## src/hdl/cmc_pkg.sv

```systemverilog
// Package of constants and types for the comparator mode control block
package cmc_pkg;

    // ************************************************************
    // Register map, byte addresses on the APB
    // ************************************************************
    localparam logic [7:0] CMC_CTRL_OFS = 8'h00;
    localparam logic [7:0] CMC_DIR_OFS = 8'h04;
    localparam logic [7:0] CMC_DATA_OFS = 8'h08;
    localparam logic [7:0] CMC_FLAG_OFS = 8'h0c;
    localparam logic [7:0] CMC_ENA_OFS = 8'h10;

    // ************************************************************
    // Field positions
    // ************************************************************
    localparam int CMC_CFG_LSB = 0;
    localparam int CMC_VALID_BIT = 3;
    localparam int CMC_OUT1_BIT = 6;
    localparam int CMC_OUT2_BIT = 7;
    localparam int CMC_FLAG_BIT = 0;
    localparam int CMC_IE_BIT = 0;
    localparam int CMC_PERIPHERAL_INT_ENABLE_BIT = 6;
    localparam int CMC_GIE_BIT = 7;
    localparam int CMC_NPIN = 5;

    // ************************************************************
    // Reset values
    // ************************************************************
    localparam logic [2:0] CMC_CFG_RST = 3'h0;
    localparam logic [4:0] CMC_DIR_RST = 5'h1f;
    localparam logic [4:0] CMC_LATCH_RST = 5'h00;
    localparam logic [7:0] CMC_ENA_RST = 8'h00;

    // ************************************************************
    // Configurations and their analog pin masks
    // ************************************************************
    typedef enum logic [2:0] {
        CMC_M_RESET = 3'h0,
        CMC_M_MUX1 = 3'h1,
        CMC_M_VREF = 3'h2,
        CMC_M_COMMON = 3'h3,
        CMC_M_INDEP = 3'h4,
        CMC_M_ONE = 3'h5,
        CMC_M_COM_OUT = 3'h6,
        CMC_M_OFF = 3'h7
    } cmc_mode_t;

    localparam logic [4:0] CMC_AN_RESET = 5'h0f;
    localparam logic [4:0] CMC_AN_MUX1 = 5'h0f;
    localparam logic [4:0] CMC_AN_VREF = 5'h0f;
    localparam logic [4:0] CMC_AN_COMMON = 5'h07;
    localparam logic [4:0] CMC_AN_INDEP = 5'h0f;
    localparam logic [4:0] CMC_AN_ONE = 5'h06;
    localparam logic [4:0] CMC_AN_COM_OUT = 5'h07;
    localparam logic [4:0] CMC_AN_OFF = 5'h00;

    // ************************************************************
    // Timing: figures in ns, counts at 125 MHz
    // ************************************************************
    localparam int CMC_CLK_NS = 8;
    localparam int CMC_MODE_CHG_NS = 10000;
    localparam int CMC_RESP_NS = 400;
    localparam int CMC_VREF_SETTLE_NS = 10000;
    localparam int CMC_MODE_CHG_CYC = (CMC_MODE_CHG_NS + CMC_CLK_NS - 1) / CMC_CLK_NS;
    localparam int CMC_RESP_CYC = (CMC_RESP_NS + CMC_CLK_NS - 1) / CMC_CLK_NS;
    localparam int CMC_VREF_CYC = (CMC_VREF_SETTLE_NS + CMC_CLK_NS - 1) / CMC_CLK_NS;
    localparam int CMC_CNT_W = 12;

endpackage : cmc_pkg

```

## src/hdl/cmc_top.sv

```systemverilog
// Comparator mode control: registers, pin muxing, settling and change interrupt
`timescale 1ns/1ps
`default_nettype none

// Overview of operation
// - Eight comparator configurations selected by a three-bit configuration field.
// - Port A direction register controls pin direction in every configuration.
// - After a configuration change, outputs are invalid until mode-change delay ends.
// - Configuration 011: pins 0,1 inverting inputs, pin 2 shared non-inverting.
// - Output low when non-inverting below inverting, high when above.
// - Configuration 010: internal reference feeds both non-inverting inputs.
// - Output valid only after response time; reference change uses its settling.
// - Both comparator outputs readable in control register; writes ignored.
// - Configuration 110: raw comparator outputs drive pins 3 and 4.
// - Direction bits still enable pin 3 and 4 drivers in that configuration.
// - Port data read returns zero for pins used as analog inputs.
// - Change flag sets regardless of individual or global enables.
module cmc_top
    import cmc_pkg::*;
(
    input wire logic clk_i,                   // 125 MHz clock
    input wire logic sys_rst_i,               // Async reset, active high
    input wire logic psel_i,                  // APB select
    input wire logic penable_i,               // APB enable
    input wire logic pwrite_i,                // APB write
    input wire logic [7:0] paddr_i,           // APB byte address
    input wire logic [31:0] pwdata_i,         // APB write data
    output logic [31:0] prdata_o,             // APB read data
    output logic pready_o,                    // APB ready
    output logic pslverr_o,                   // APB error, unmapped address
    input wire logic [1:0] cmp_raw_i,         // Analog comparator outputs
    input wire logic [cmc_pkg::CMC_NPIN-1:0] pad_in_i,   // Port A pin levels
    output logic [cmc_pkg::CMC_NPIN-1:0] pad_out_o,      // Port A pin drive value
    output logic [cmc_pkg::CMC_NPIN-1:0] pad_oe_o,       // Port A pin drive enable
    output logic [cmc_pkg::CMC_NPIN-1:0] analog_sel_o,   // Pin routed to comparator
    output logic vref_sel_o,                  // Internal reference to both non-inverting
    output logic cmp_on_o,                    // Comparators powered
    output logic irq_o                        // Change interrupt, level
);
    import cmc_pkg::*;

    // ************************************************************
    // Bus decode
    // ************************************************************
    logic setup;
    logic access;
    logic mapped;
    logic wr_ctrl;
    logic wr_dir;
    logic wr_data;
    logic wr_ena;
    logic rd_ctrl;
    logic rd_flag;

    assign setup = psel_i & ~penable_i;
    assign access = psel_i & penable_i;
    assign mapped = (paddr_i == CMC_CTRL_OFS) | (paddr_i == CMC_DIR_OFS)
                  | (paddr_i == CMC_DATA_OFS) | (paddr_i == CMC_FLAG_OFS)
                  | (paddr_i == CMC_ENA_OFS);
    assign wr_ctrl = access & pwrite_i & (paddr_i == CMC_CTRL_OFS);
    assign wr_dir = access & pwrite_i & (paddr_i == CMC_DIR_OFS);
    assign wr_data = access & pwrite_i & (paddr_i == CMC_DATA_OFS);
    assign wr_ena = access & pwrite_i & (paddr_i == CMC_ENA_OFS);
    assign rd_ctrl = access & ~pwrite_i & (paddr_i == CMC_CTRL_OFS);
    assign rd_flag = access & ~pwrite_i & (paddr_i == CMC_FLAG_OFS);

    // Read data is captured in the setup cycle, so access completes at once
    assign pready_o = access;
    assign pslverr_o = access & ~mapped;

    // ************************************************************
    // Synchronisers
    // ************************************************************
    logic [1:0] cmp_s;
    logic [CMC_NPIN-1:0] pad_s;

    // Raw outputs are asynchronous to the core clock
    cmc_sync #(.W(2)) u_sync_cmp (
        .clk_i(clk_i),
        .sys_rst_i(sys_rst_i),
        .d_i(cmp_raw_i),
        .q_o(cmp_s)
    );

    cmc_sync #(.W(CMC_NPIN)) u_sync_pad (
        .clk_i(clk_i),
        .sys_rst_i(sys_rst_i),
        .d_i(pad_in_i),
        .q_o(pad_s)
    );

    // ************************************************************
    // Control registers
    // ************************************************************
    cmc_mode_t cfg_q;
    logic [CMC_NPIN-1:0] dir_q;
    logic [CMC_NPIN-1:0] latch_q;
    logic [7:0] ena_q;
    logic flag_q;

    always_ff @(posedge clk_i or posedge sys_rst_i)
    begin
        if (sys_rst_i)
            cfg_q <= cmc_mode_t'(CMC_CFG_RST);
        else if (wr_ctrl)
            cfg_q <= cmc_mode_t'(pwdata_i[CMC_CFG_LSB +: 3]);
    end

    always_ff @(posedge clk_i or posedge sys_rst_i)
    begin
        if (sys_rst_i)
            dir_q <= CMC_DIR_RST;
        else if (wr_dir)
            dir_q <= pwdata_i[CMC_NPIN-1:0];
    end

    always_ff @(posedge clk_i or posedge sys_rst_i)
    begin
        if (sys_rst_i)
            latch_q <= CMC_LATCH_RST;
        else if (wr_data)
            latch_q <= pwdata_i[CMC_NPIN-1:0];
    end

    always_ff @(posedge clk_i or posedge sys_rst_i)
    begin
        if (sys_rst_i)
            ena_q <= CMC_ENA_RST;
        else if (wr_ena)
            ena_q <= pwdata_i[7:0];
    end

    // ************************************************************
    // Configuration decode
    // ************************************************************
    logic [CMC_NPIN-1:0] an_mask;

    always_comb
    begin
        unique case (cfg_q)
            CMC_M_RESET: an_mask = CMC_AN_RESET;
            CMC_M_MUX1: an_mask = CMC_AN_MUX1;
            CMC_M_VREF: an_mask = CMC_AN_VREF;
            CMC_M_COMMON: an_mask = CMC_AN_COMMON;
            CMC_M_INDEP: an_mask = CMC_AN_INDEP;
            CMC_M_ONE: an_mask = CMC_AN_ONE;
            CMC_M_COM_OUT: an_mask = CMC_AN_COM_OUT;
            CMC_M_OFF: an_mask = CMC_AN_OFF;
        endcase
    end

    assign analog_sel_o = an_mask;
    assign vref_sel_o = (cfg_q == CMC_M_VREF);
    assign cmp_on_o = (cfg_q != CMC_M_RESET) & (cfg_q != CMC_M_OFF);

    // ************************************************************
    // Pin drivers
    // ************************************************************
    logic com_out;

    assign com_out = (cfg_q == CMC_M_COM_OUT);

    // Unsynchronised on purpose: pins follow the comparator with no clock delay
    always_comb
    begin
        pad_out_o = latch_q;
        if (com_out)
        begin
            pad_out_o[3] = cmp_raw_i[0];
            pad_out_o[4] = cmp_raw_i[1];
        end
    end

    // Direction bit 1 means input; it still gates the mux driver
    assign pad_oe_o = ~dir_q;

    // ************************************************************
    // Settling timer
    // ************************************************************
    logic [CMC_CNT_W-1:0] settle_q;
    logic cfg_chg;
    logic ref_chg;
    logic out_valid;
    cmc_mode_t new_cfg;

    // Configuration as written, compared with the one in force
    assign new_cfg = cmc_mode_t'(pwdata_i[CMC_CFG_LSB +: 3]);
    assign cfg_chg = wr_ctrl & (new_cfg != cfg_q);
    assign ref_chg = (new_cfg == CMC_M_VREF) | (cfg_q == CMC_M_VREF);
    assign out_valid = (settle_q == '0);

    // Reference change waits the reference settling time, 50 cycles shorter than mode change plus response
    always_ff @(posedge clk_i or posedge sys_rst_i)
    begin
        if (sys_rst_i)
            settle_q <= CMC_CNT_W'(CMC_MODE_CHG_CYC);
        else if (cfg_chg && ref_chg)
            settle_q <= CMC_CNT_W'(CMC_VREF_CYC);
        else if (cfg_chg)
            settle_q <= CMC_CNT_W'(CMC_MODE_CHG_CYC + CMC_RESP_CYC);
        else if (!out_valid)
            settle_q <= settle_q - CMC_CNT_W'(1);
    end

    // ************************************************************
    // Read data
    // ************************************************************
    logic [31:0] rd_mux;

    always_comb
    begin
        rd_mux = 32'h0;
        unique case (paddr_i)
            CMC_CTRL_OFS:
            begin
                rd_mux[CMC_CFG_LSB +: 3] = cfg_q;
                rd_mux[CMC_VALID_BIT] = out_valid;
                rd_mux[CMC_OUT1_BIT] = cmp_s[0];
                rd_mux[CMC_OUT2_BIT] = cmp_s[1];
            end
            CMC_DIR_OFS: rd_mux[CMC_NPIN-1:0] = dir_q;
            CMC_DATA_OFS: rd_mux[CMC_NPIN-1:0] = pad_s & ~an_mask;
            CMC_FLAG_OFS: rd_mux[CMC_FLAG_BIT] = flag_q;
            CMC_ENA_OFS: rd_mux[7:0] = ena_q;
            default: rd_mux = 32'h0;
        endcase
    end

    always_ff @(posedge clk_i or posedge sys_rst_i)
    begin
        if (sys_rst_i)
            prdata_o <= 32'h0;
        else if (setup && !pwrite_i)
            prdata_o <= rd_mux;
    end

    // ************************************************************
    // Change detection and interrupt
    // ************************************************************
    logic [1:0] seen_q;
    logic mismatch;
    logic flag_clr;

    // Latch what software actually saw, so a later edge is never lost
    always_ff @(posedge clk_i or posedge sys_rst_i)
    begin
        if (sys_rst_i)
            seen_q <= 2'h0;
        else if (rd_ctrl)
            seen_q <= prdata_o[CMC_OUT2_BIT:CMC_OUT1_BIT];
    end

    // Settling hides glitches, but software should still mask during changes
    assign mismatch = out_valid & cmp_on_o & (cmp_s != seen_q);
    assign flag_clr = rd_flag & prdata_o[CMC_FLAG_BIT];

    // Set wins over clear; enables do not gate the flag
    always_ff @(posedge clk_i or posedge sys_rst_i)
    begin
        if (sys_rst_i)
            flag_q <= 1'b0;
        else if (mismatch)
            flag_q <= 1'b1;
        else if (flag_clr)
            flag_q <= 1'b0;
    end

    assign irq_o = flag_q & ena_q[CMC_IE_BIT] & ena_q[CMC_PERIPHERAL_INT_ENABLE_BIT] & ena_q[CMC_GIE_BIT];
endmodule : cmc_top

`default_nettype wire

```

## src/hdl/cmc_sync.sv

```systemverilog
// Two-stage synchroniser for asynchronous levels
`timescale 1ns/1ps
`default_nettype none

module cmc_sync #(
    parameter int W = 1
) (
    input wire logic clk_i,          // System clock
    input wire logic sys_rst_i,      // Async reset, active high
    input wire logic [W-1:0] d_i,    // Asynchronous level
    output logic [W-1:0] q_o         // Synchronised level
);

    logic [W-1:0] meta_q;
    logic [W-1:0] sync_q;

    // First stage feeds only the second stage
    always_ff @(posedge clk_i or posedge sys_rst_i)
    begin
        if (sys_rst_i)
        begin
            meta_q <= '0;
            sync_q <= '0;
        end
        else
        begin
            meta_q <= d_i;
            sync_q <= meta_q;
        end
    end

    assign q_o = sync_q;

endmodule : cmc_sync

`default_nettype wire

```

## config.mk

```make
export PLATFORM = sky130hd
export DESIGN_NAME = cmc_top
export DESIGN_NICKNAME = d
export VERILOG_FILES = /design/src/hdl/cmc_pkg.sv /design/src/hdl/cmc_top.sv /design/src/hdl/cmc_sync.sv
export SDC_FILE = /design/constraint.sdc
export NUM_CORES = 1
export LEC_CHECK = 0
export BUFFER_PORTS_ARGS = -buffer_cell sky130_fd_sc_hd__buf_2
export CAP_MARGIN = 15
export CORE_MARGIN = 2
export CORE_UTILIZATION = 40
export DETAILED_ROUTE_END_ITERATION = 10
export PLACE_DENSITY = 0.74
export SLEW_MARGIN = 15
export SYNTH_ARGS = -nofsm -noshare
export SYNTH_HDL_FRONTEND = slang
export SYNTH_SLANG_ARGS = --single-unit
export TNS_END_PERCENT = 5
```

## constraint.sdc

```tcl
create_clock -name clk_i -period 2.85 [get_ports clk_i]
set_clock_uncertainty 0.05 [all_clocks]
set_input_delay 0.285 -clock clk_i [delete_from_list [all_inputs] [get_ports clk_i]]
set_output_delay 0.285 -clock clk_i [all_outputs]
set_load 0.05 [all_outputs]
```

Word-level counts from Yosys, hierarchy flattened --
Memories as Yosys holds them, arrays and structs flattened. Index checks and enable logic that the tools add are counted.
Storage, ports and cells: flip-flop bits (word level) 58, memory bits (read-only) 32, input port bits 52, output and inout port bits 52, word-level logic and storage cells 73, memories kept 1
Memories:
- (no name shown) | words 8, bits a word 4, read ports 1, clocked after Yosys merged registers in 0, wr ports 0, RTL line cmc_top.sv:140 | unique case (cfg_q)
Cells by class: $add $sub $neg 1, equal/unequal tests 11, multiplexer cells 11, bitwise gates (word level) 30, reductions and logical operators 7
Operators with widths (count):
- $mux 12 | 3
- $and 1x1->1 | 19
- $eq 8x4->1 const B | 2
- $logic_not 12->1 | 1
- $pmux 3 s4 | 1
- $sub 12x1->12 const B | 1
- $not 5->5 | 2
- $eq 8x3->1 const B | 1
- $eq 8x5->1 const B | 1
- $logic_not 8->1 | 1
- $eq 3x2->1 const B | 2
- $and 5x5->5 | 1
- $or 1x1->1 | 5
- $pmux 1 s5 | 1
- $pmux 2 s2 | 1
- $eq 3x3->1 const B | 1
- $mux 1 | 3
- $ne 3x2->1 const B | 1
- $ne 3x3->1 | 1
- $ne 3x3->1 const B | 1
- $not 1->1 | 3
- $pmux 1 s3 | 1
- $reduce_bool 3->1 | 1
- $logic_and 1x1->1 | 2
- 4 further kinds | 4

Logic depth before layout (Yosys ltp) --
depth after elaboration 7, gate-level depth with buffers 7

Hierarchy --
Synthesis repeated with hierarchy kept, for this count alone.
Unflattened totals: cell total of the unflattened synthesis 267, area total of the unflattened synthesis 2910.3 um2
Modules (own cells, without submodules):
- cmc_top | times used 1, cells each 251, area each 2552.4 um2, seq. area each 1113.6 um2
- cmc_sync (u_sync_pad) | times used 1, cells each 11, area each 254.0 um2, seq. area each 250.2 um2
- cmc_sync (u_sync_cmp) | times used 1, cells each 5, area each 103.8 um2, seq. area each 100.1 um2

Worst setup path before layout --
OpenSTA, ideal clock, no wires.
path type register -> register, start point register cfg_q[1], end point register settle_q[1], arrival time 2.327 ns, required time 2.721 ns, setup slack 0.395 ns, cell stages (with the launch flop) 5, path buffers 1, path through dfrtp_1 > clkbuf_1 > nor3b_1 > o21ai_0 > o21ai_0
Between the ends: longest elaborated chain between the ends 4
Ends and longest elaborated chain:
- start: declaration | RTL line cmc_top.sv:95 | cmc_mode_t cfg_q;
- start signal: assignment | RTL line cmc_top.sv:104 | cfg_q <= cmc_mode_t'(CMC_CFG_RST);
- start signal: assignment | RTL line cmc_top.sv:106 | cfg_q <= cmc_mode_t'(pwdata_i[CMC_CFG_LSB +: 3]);
- $eq 3x2->1 *
- via vref_sel_o | RTL line cmc_top.sv:36 | output logic vref_sel_o,
- $or 1x1->1 * | RTL line cmc_top.sv:189 | assign ref_chg = (new_cfg == CMC_M_VREF) | (cfg_q == CMC_M_VREF);
- $logic_and 1x1->1 * | RTL line cmc_top.sv:197 | else if (cfg_chg && ref_chg)
- $ne 3x2->1 (no source line) / $mux 12 (equally long branches)
- end signal: assignment | RTL line cmc_top.sv:196 | settle_q <= CMC_CNT_W'(CMC_MODE_CHG_CYC);
- end signal: assignment | RTL line cmc_top.sv:198 | settle_q <= CMC_CNT_W'(CMC_VREF_CYC);
- end signal: assignment | RTL line cmc_top.sv:200 | settle_q <= CMC_CNT_W'(CMC_MODE_CHG_CYC + CMC_RESP_CYC);
- end: declaration | RTL line cmc_top.sv:180 | logic [CMC_CNT_W-1:0] settle_q;
Mark *: on every way through the listed nets, which the timed path passes. The rest lies on a longest branch. A chain may end at the register's enable or synchronous reset.

Final worst setup path --
start point register settle_q[2], end point register prdata_o[3]
Between the ends: longest elaborated chain between the ends 2
Ends and longest elaborated chain:
- $logic_not 12->1 | RTL line cmc_top.sv:190 | assign out_valid = (settle_q == '0);
- $pmux 3 s4 | RTL line cmc_top.sv:213 | unique case (paddr_i)
- end signal: assignment | RTL line cmc_top.sv:234 | prdata_o <= rd_mux;
- end: declaration | RTL line cmc_top.sv:28 | output logic [31:0] prdata_o,
Every way passes these cells.

==> key figures <==
Yosys
  • Synth Cell Area: 2940 um^2
  • Simple-Gate Fraction of Synth Area: 14.6%
  • Syn avg cell area: 10.8 um^2
  • Synth area leaders: dfrtp_1 41%, mux2_2 10%, dfstp_2 8.9%
  • Seq cells post-synth: 58
  • Async SR Flop Fraction: 100%
  • Main combinational cell family by area after synthesis: simple AND/OR/NAND/NOR gates
  • YS warnings: 0
  • Yosys cell types: 47
  • Mapped Cells: 271
  • Post-synthesis adder-cell area fraction: 0.851%
  • Compound-Gate Fraction of Synth Area: 9.62%
  • Top-area cell type share of the netlist area: 40.9%
  • Post-synthesis mux area share: 10.6%
  • Number of synthesized flops with an enable pin: 0
  • Yosys top cell by area: dfrtp_1
  • Primary FF master, synth: dfrtp_1
  • Post-Synth XOR/XNOR Area: 4.17%
  • Register area share after synthesis: 49.8%

Place
  • Placed cell areas: 3200 um^2
  • Pre-CTS WS: 0.520 ns
  • I/O Buffers: 54
  • Routability congestion estimate: 0.781
  • Dpl hpwl: 4360 um

Critical path
  • Worst EP arrival: 2.40 ns
  • Crit-path max cell delay: 0.47 ns
  • Reg2Reg Setup Slack: 0.61 ns
  • CP max-delay cell: nor4b_4
  • Critical Path End Type: flop
  • Setup crit start kind: flop
  • Largest fanout on the critical path: 6
  • CP Class: flop to flop
  • Worst EP required: 3.02 ns
  • Bufs and invs on worst path: 0
  • Worst path top cell family by delay: simple AND/OR/NAND/NOR gates
  • Worst path cell trace: or2_2 -> nor4b_4 -> and2_0 -> a21oi_1 -> o311ai_0

Detailed routing
  • Total number of vias: 2125
  • Drt pass-1 iters: 4
  • Initial DRC count: 130
  • Vias per inst: 4.87
  • Number of remaining DRC errors: 0
  • Routed Antenna Nets: 0
  • Routed WL per cell: 13.7 um
  • Drt total wl: 5960 um

Finish
  • Ant diodes: 0
  • Sequential cell area: 1460 um^2
  • Post-layout nets: 386
  • Filler instances: 671
  • Finished Cell Area: 3450 um^2
  • Multi-input logic area: 1270 um^2
  • Synth-to-layout area growth: 17.3%
  • Most common cell after layout, fill and taps aside: buf_2
  • Layout cells sized above 1: 35.3%
  • Most frequent cells in the layout: 54 x buf_2, 48 x dfrtp_1, 26 x mux2_2, 25 x conb_1

Power
  • VDD IR max: 0.000319 V
  • LEAKAGE: 1.59 nW
  • Power per cell area: 574 nW/um^2
  • Pwr Total: 1.98 mW

Clock network
  • Post-CTS Hold Buffers: 5
  • H-Tree Depth: 3
  • Post-CTS Setup Repair Bufs: 0
  • Max Buffers Root-to-Sink: 2
  • TritonCTS buffer count: 9
  • CTS tree: yes
  • Worst skew pair latency: 0.34 ns
  • CTS Sinks: 58
  • Clk root buf: clkbuf_8
  • Clock-pin slew on the worst setup and hold paths: 0.06 ns
  • Post_cts resized: 0

GRT
  • First-pass GRT wire length: 9780 um
  • Vias in the first global route: 2090
  • Initial antenna violation count: 0
  • Total track usage: 15.4%
  • Largest net degree at the start of global routing: 59
  • Total congestion overflow: 0

Floorplanning
  • Io pins: 104
  • Row cnt: 31
  • Core ar.: 7180 um^2
  • Die X: 89.7 um
  • Die height: 89.7 um
  • DIE AREA: 8050 um^2
  • Initial Util: 41.0%

Timing
  • Tmin final: 2.24 ns
  • Crit share post-route: 78.5%
  • Rel. slew slack: 52.5%
  • Least-Margin Pin Slew: 0.713 ns
  • FMAX: 447 MHz
  • Slack of the critical path: 0.613 ns
  • Hold Fails Final Rpt: 0
  • RSZ-0062 raised after global routing: false
  • Total Neg Setup Slack: 0 ns
  • Slew Viols, Final: 0
  • Setup Viol. Count Final: 0

Run status
  • Outcome: finished clean

Flow run
  • Maxcap violations: 0

Min path
  • Min-Delay Path Class: input port to asynchronous set/reset pin
## worst paths after layout
kind,startpoint,endpoint,cells after the start
min in group clk_i,pwdata_i[7],ena_q[7],2
worst min-delay path,sys_rst_i,u_sync_pad.q_o[0],3
worst max-delay path,settle_q[2],prdata_o[3],5
worst min register to register,u_sync_pad.meta_q[0],u_sync_pad.q_o[0],0
worst max register to register,settle_q[2],prdata_o[3],5
max in group asynchronous,sys_rst_i,latch_q[3],3
## cells by family after synthesis
group / Yosys count
simple gates: 75
xor+xnor: 14
compound gates: 43
flops: 58
other cells: 1
buf+inv: 50
mux: 28
fa+ha+maj: 2
## cells in the mapped netlist (2+ instances only)
| cell | number |
|---|---|
| dfrtp_1 | 48 |
| buf_4 | 29 |
| mux2_2 | 26 |
| nand2_1 | 19 |
| o21ai_0 | 19 |
| nand3_1 | 12 |
| nor2_1 | 12 |
| inv_1 | 11 |
| xnor2_1 | 11 |
| dfstp_2 | 10 |
| a21oi_1 | 8 |
| clkbuf_1 | 7 |
| a22oi_1 | 3 |
| and3_1 | 3 |
| and4_1 | 3 |
| nor3_1 | 3 |
| xor2_1 | 3 |
| a22o_1 | 2 |
| a32oi_1 | 2 |
| and2_0 | 2 |
| buf_2 | 2 |
| ha_1 | 2 |
| mux2i_1 | 2 |
| nand3b_1 | 2 |
| nor2b_1 | 2 |
| nor3_2 | 2 |
| nor3b_1 | 2 |
| o211ai_1 | 2 |
| or2_2 | 2 |
| or4_1 | 2 |
| or4_4 | 2 |
## power by group
part	internal [mW]	switching (mW)	leakage, nW	total, mW
clock network	0.384	0.300	0.0965	0.685
logic	0.113	0.214	0.782	0.327
registers	0.903	0.0651	0.714	0.968
## layer usage
layer | track usage, % | part of all wire, % | wire length, um | vias to the layer above
met4 | 6.28 | 1.5 | 90 | 0
met1 | 18.0 | 41 | 2450 | 1038
met5 | 0 | 0 | 0 | -
met2 | 26.1 | 52 | 3080 | 70
li1 | - | - | - | 1007
met3 | 5.03 | 5.6 | 336 | 10
## flip-flops by register name (all words and copies together) (netlist names)
name	count
dir_q	5
seen_q	2
u_sync_cmp.q_o	2
flag_q	1
u_sync_cmp.meta_q	2
settle_q	12
u_sync_pad.meta_q	5
latch_q	5
u_sync_pad.q_o	5
prdata_o	8
ena_q	8
cfg_q	3
## metrics by stage
stage                     cells  util, %  hold WS (ns)
after floorplan             295        -         0.266
after global placement      413     44.6         0.284
after detailed placement    413     44.6         0.285
after CTS                   434     47.8       0.00254
after global routing        436     48.1         0.110
final                       436     48.1        0.0962
## final cells by class
cell class	instances	share of cell area [%]
clock buffer	14	5.01
inverter	11	1.20
timing repair buffer	65	10.7
clock inverter	2	0.290
sequential	58	42.4
tap	99	3.59
multi-input combinational	187	36.7
## worst register-to-register path, stage by stage (launching register included)
cell and delay [ns]:
dfrtp_1 0.42, or2_2 0.36, nor4b_4 0.47, and2_0 0.40, a21oi_1 0.11, o311ai_0 0.32
Note: power is estimated with default switching activity, not from simulation.
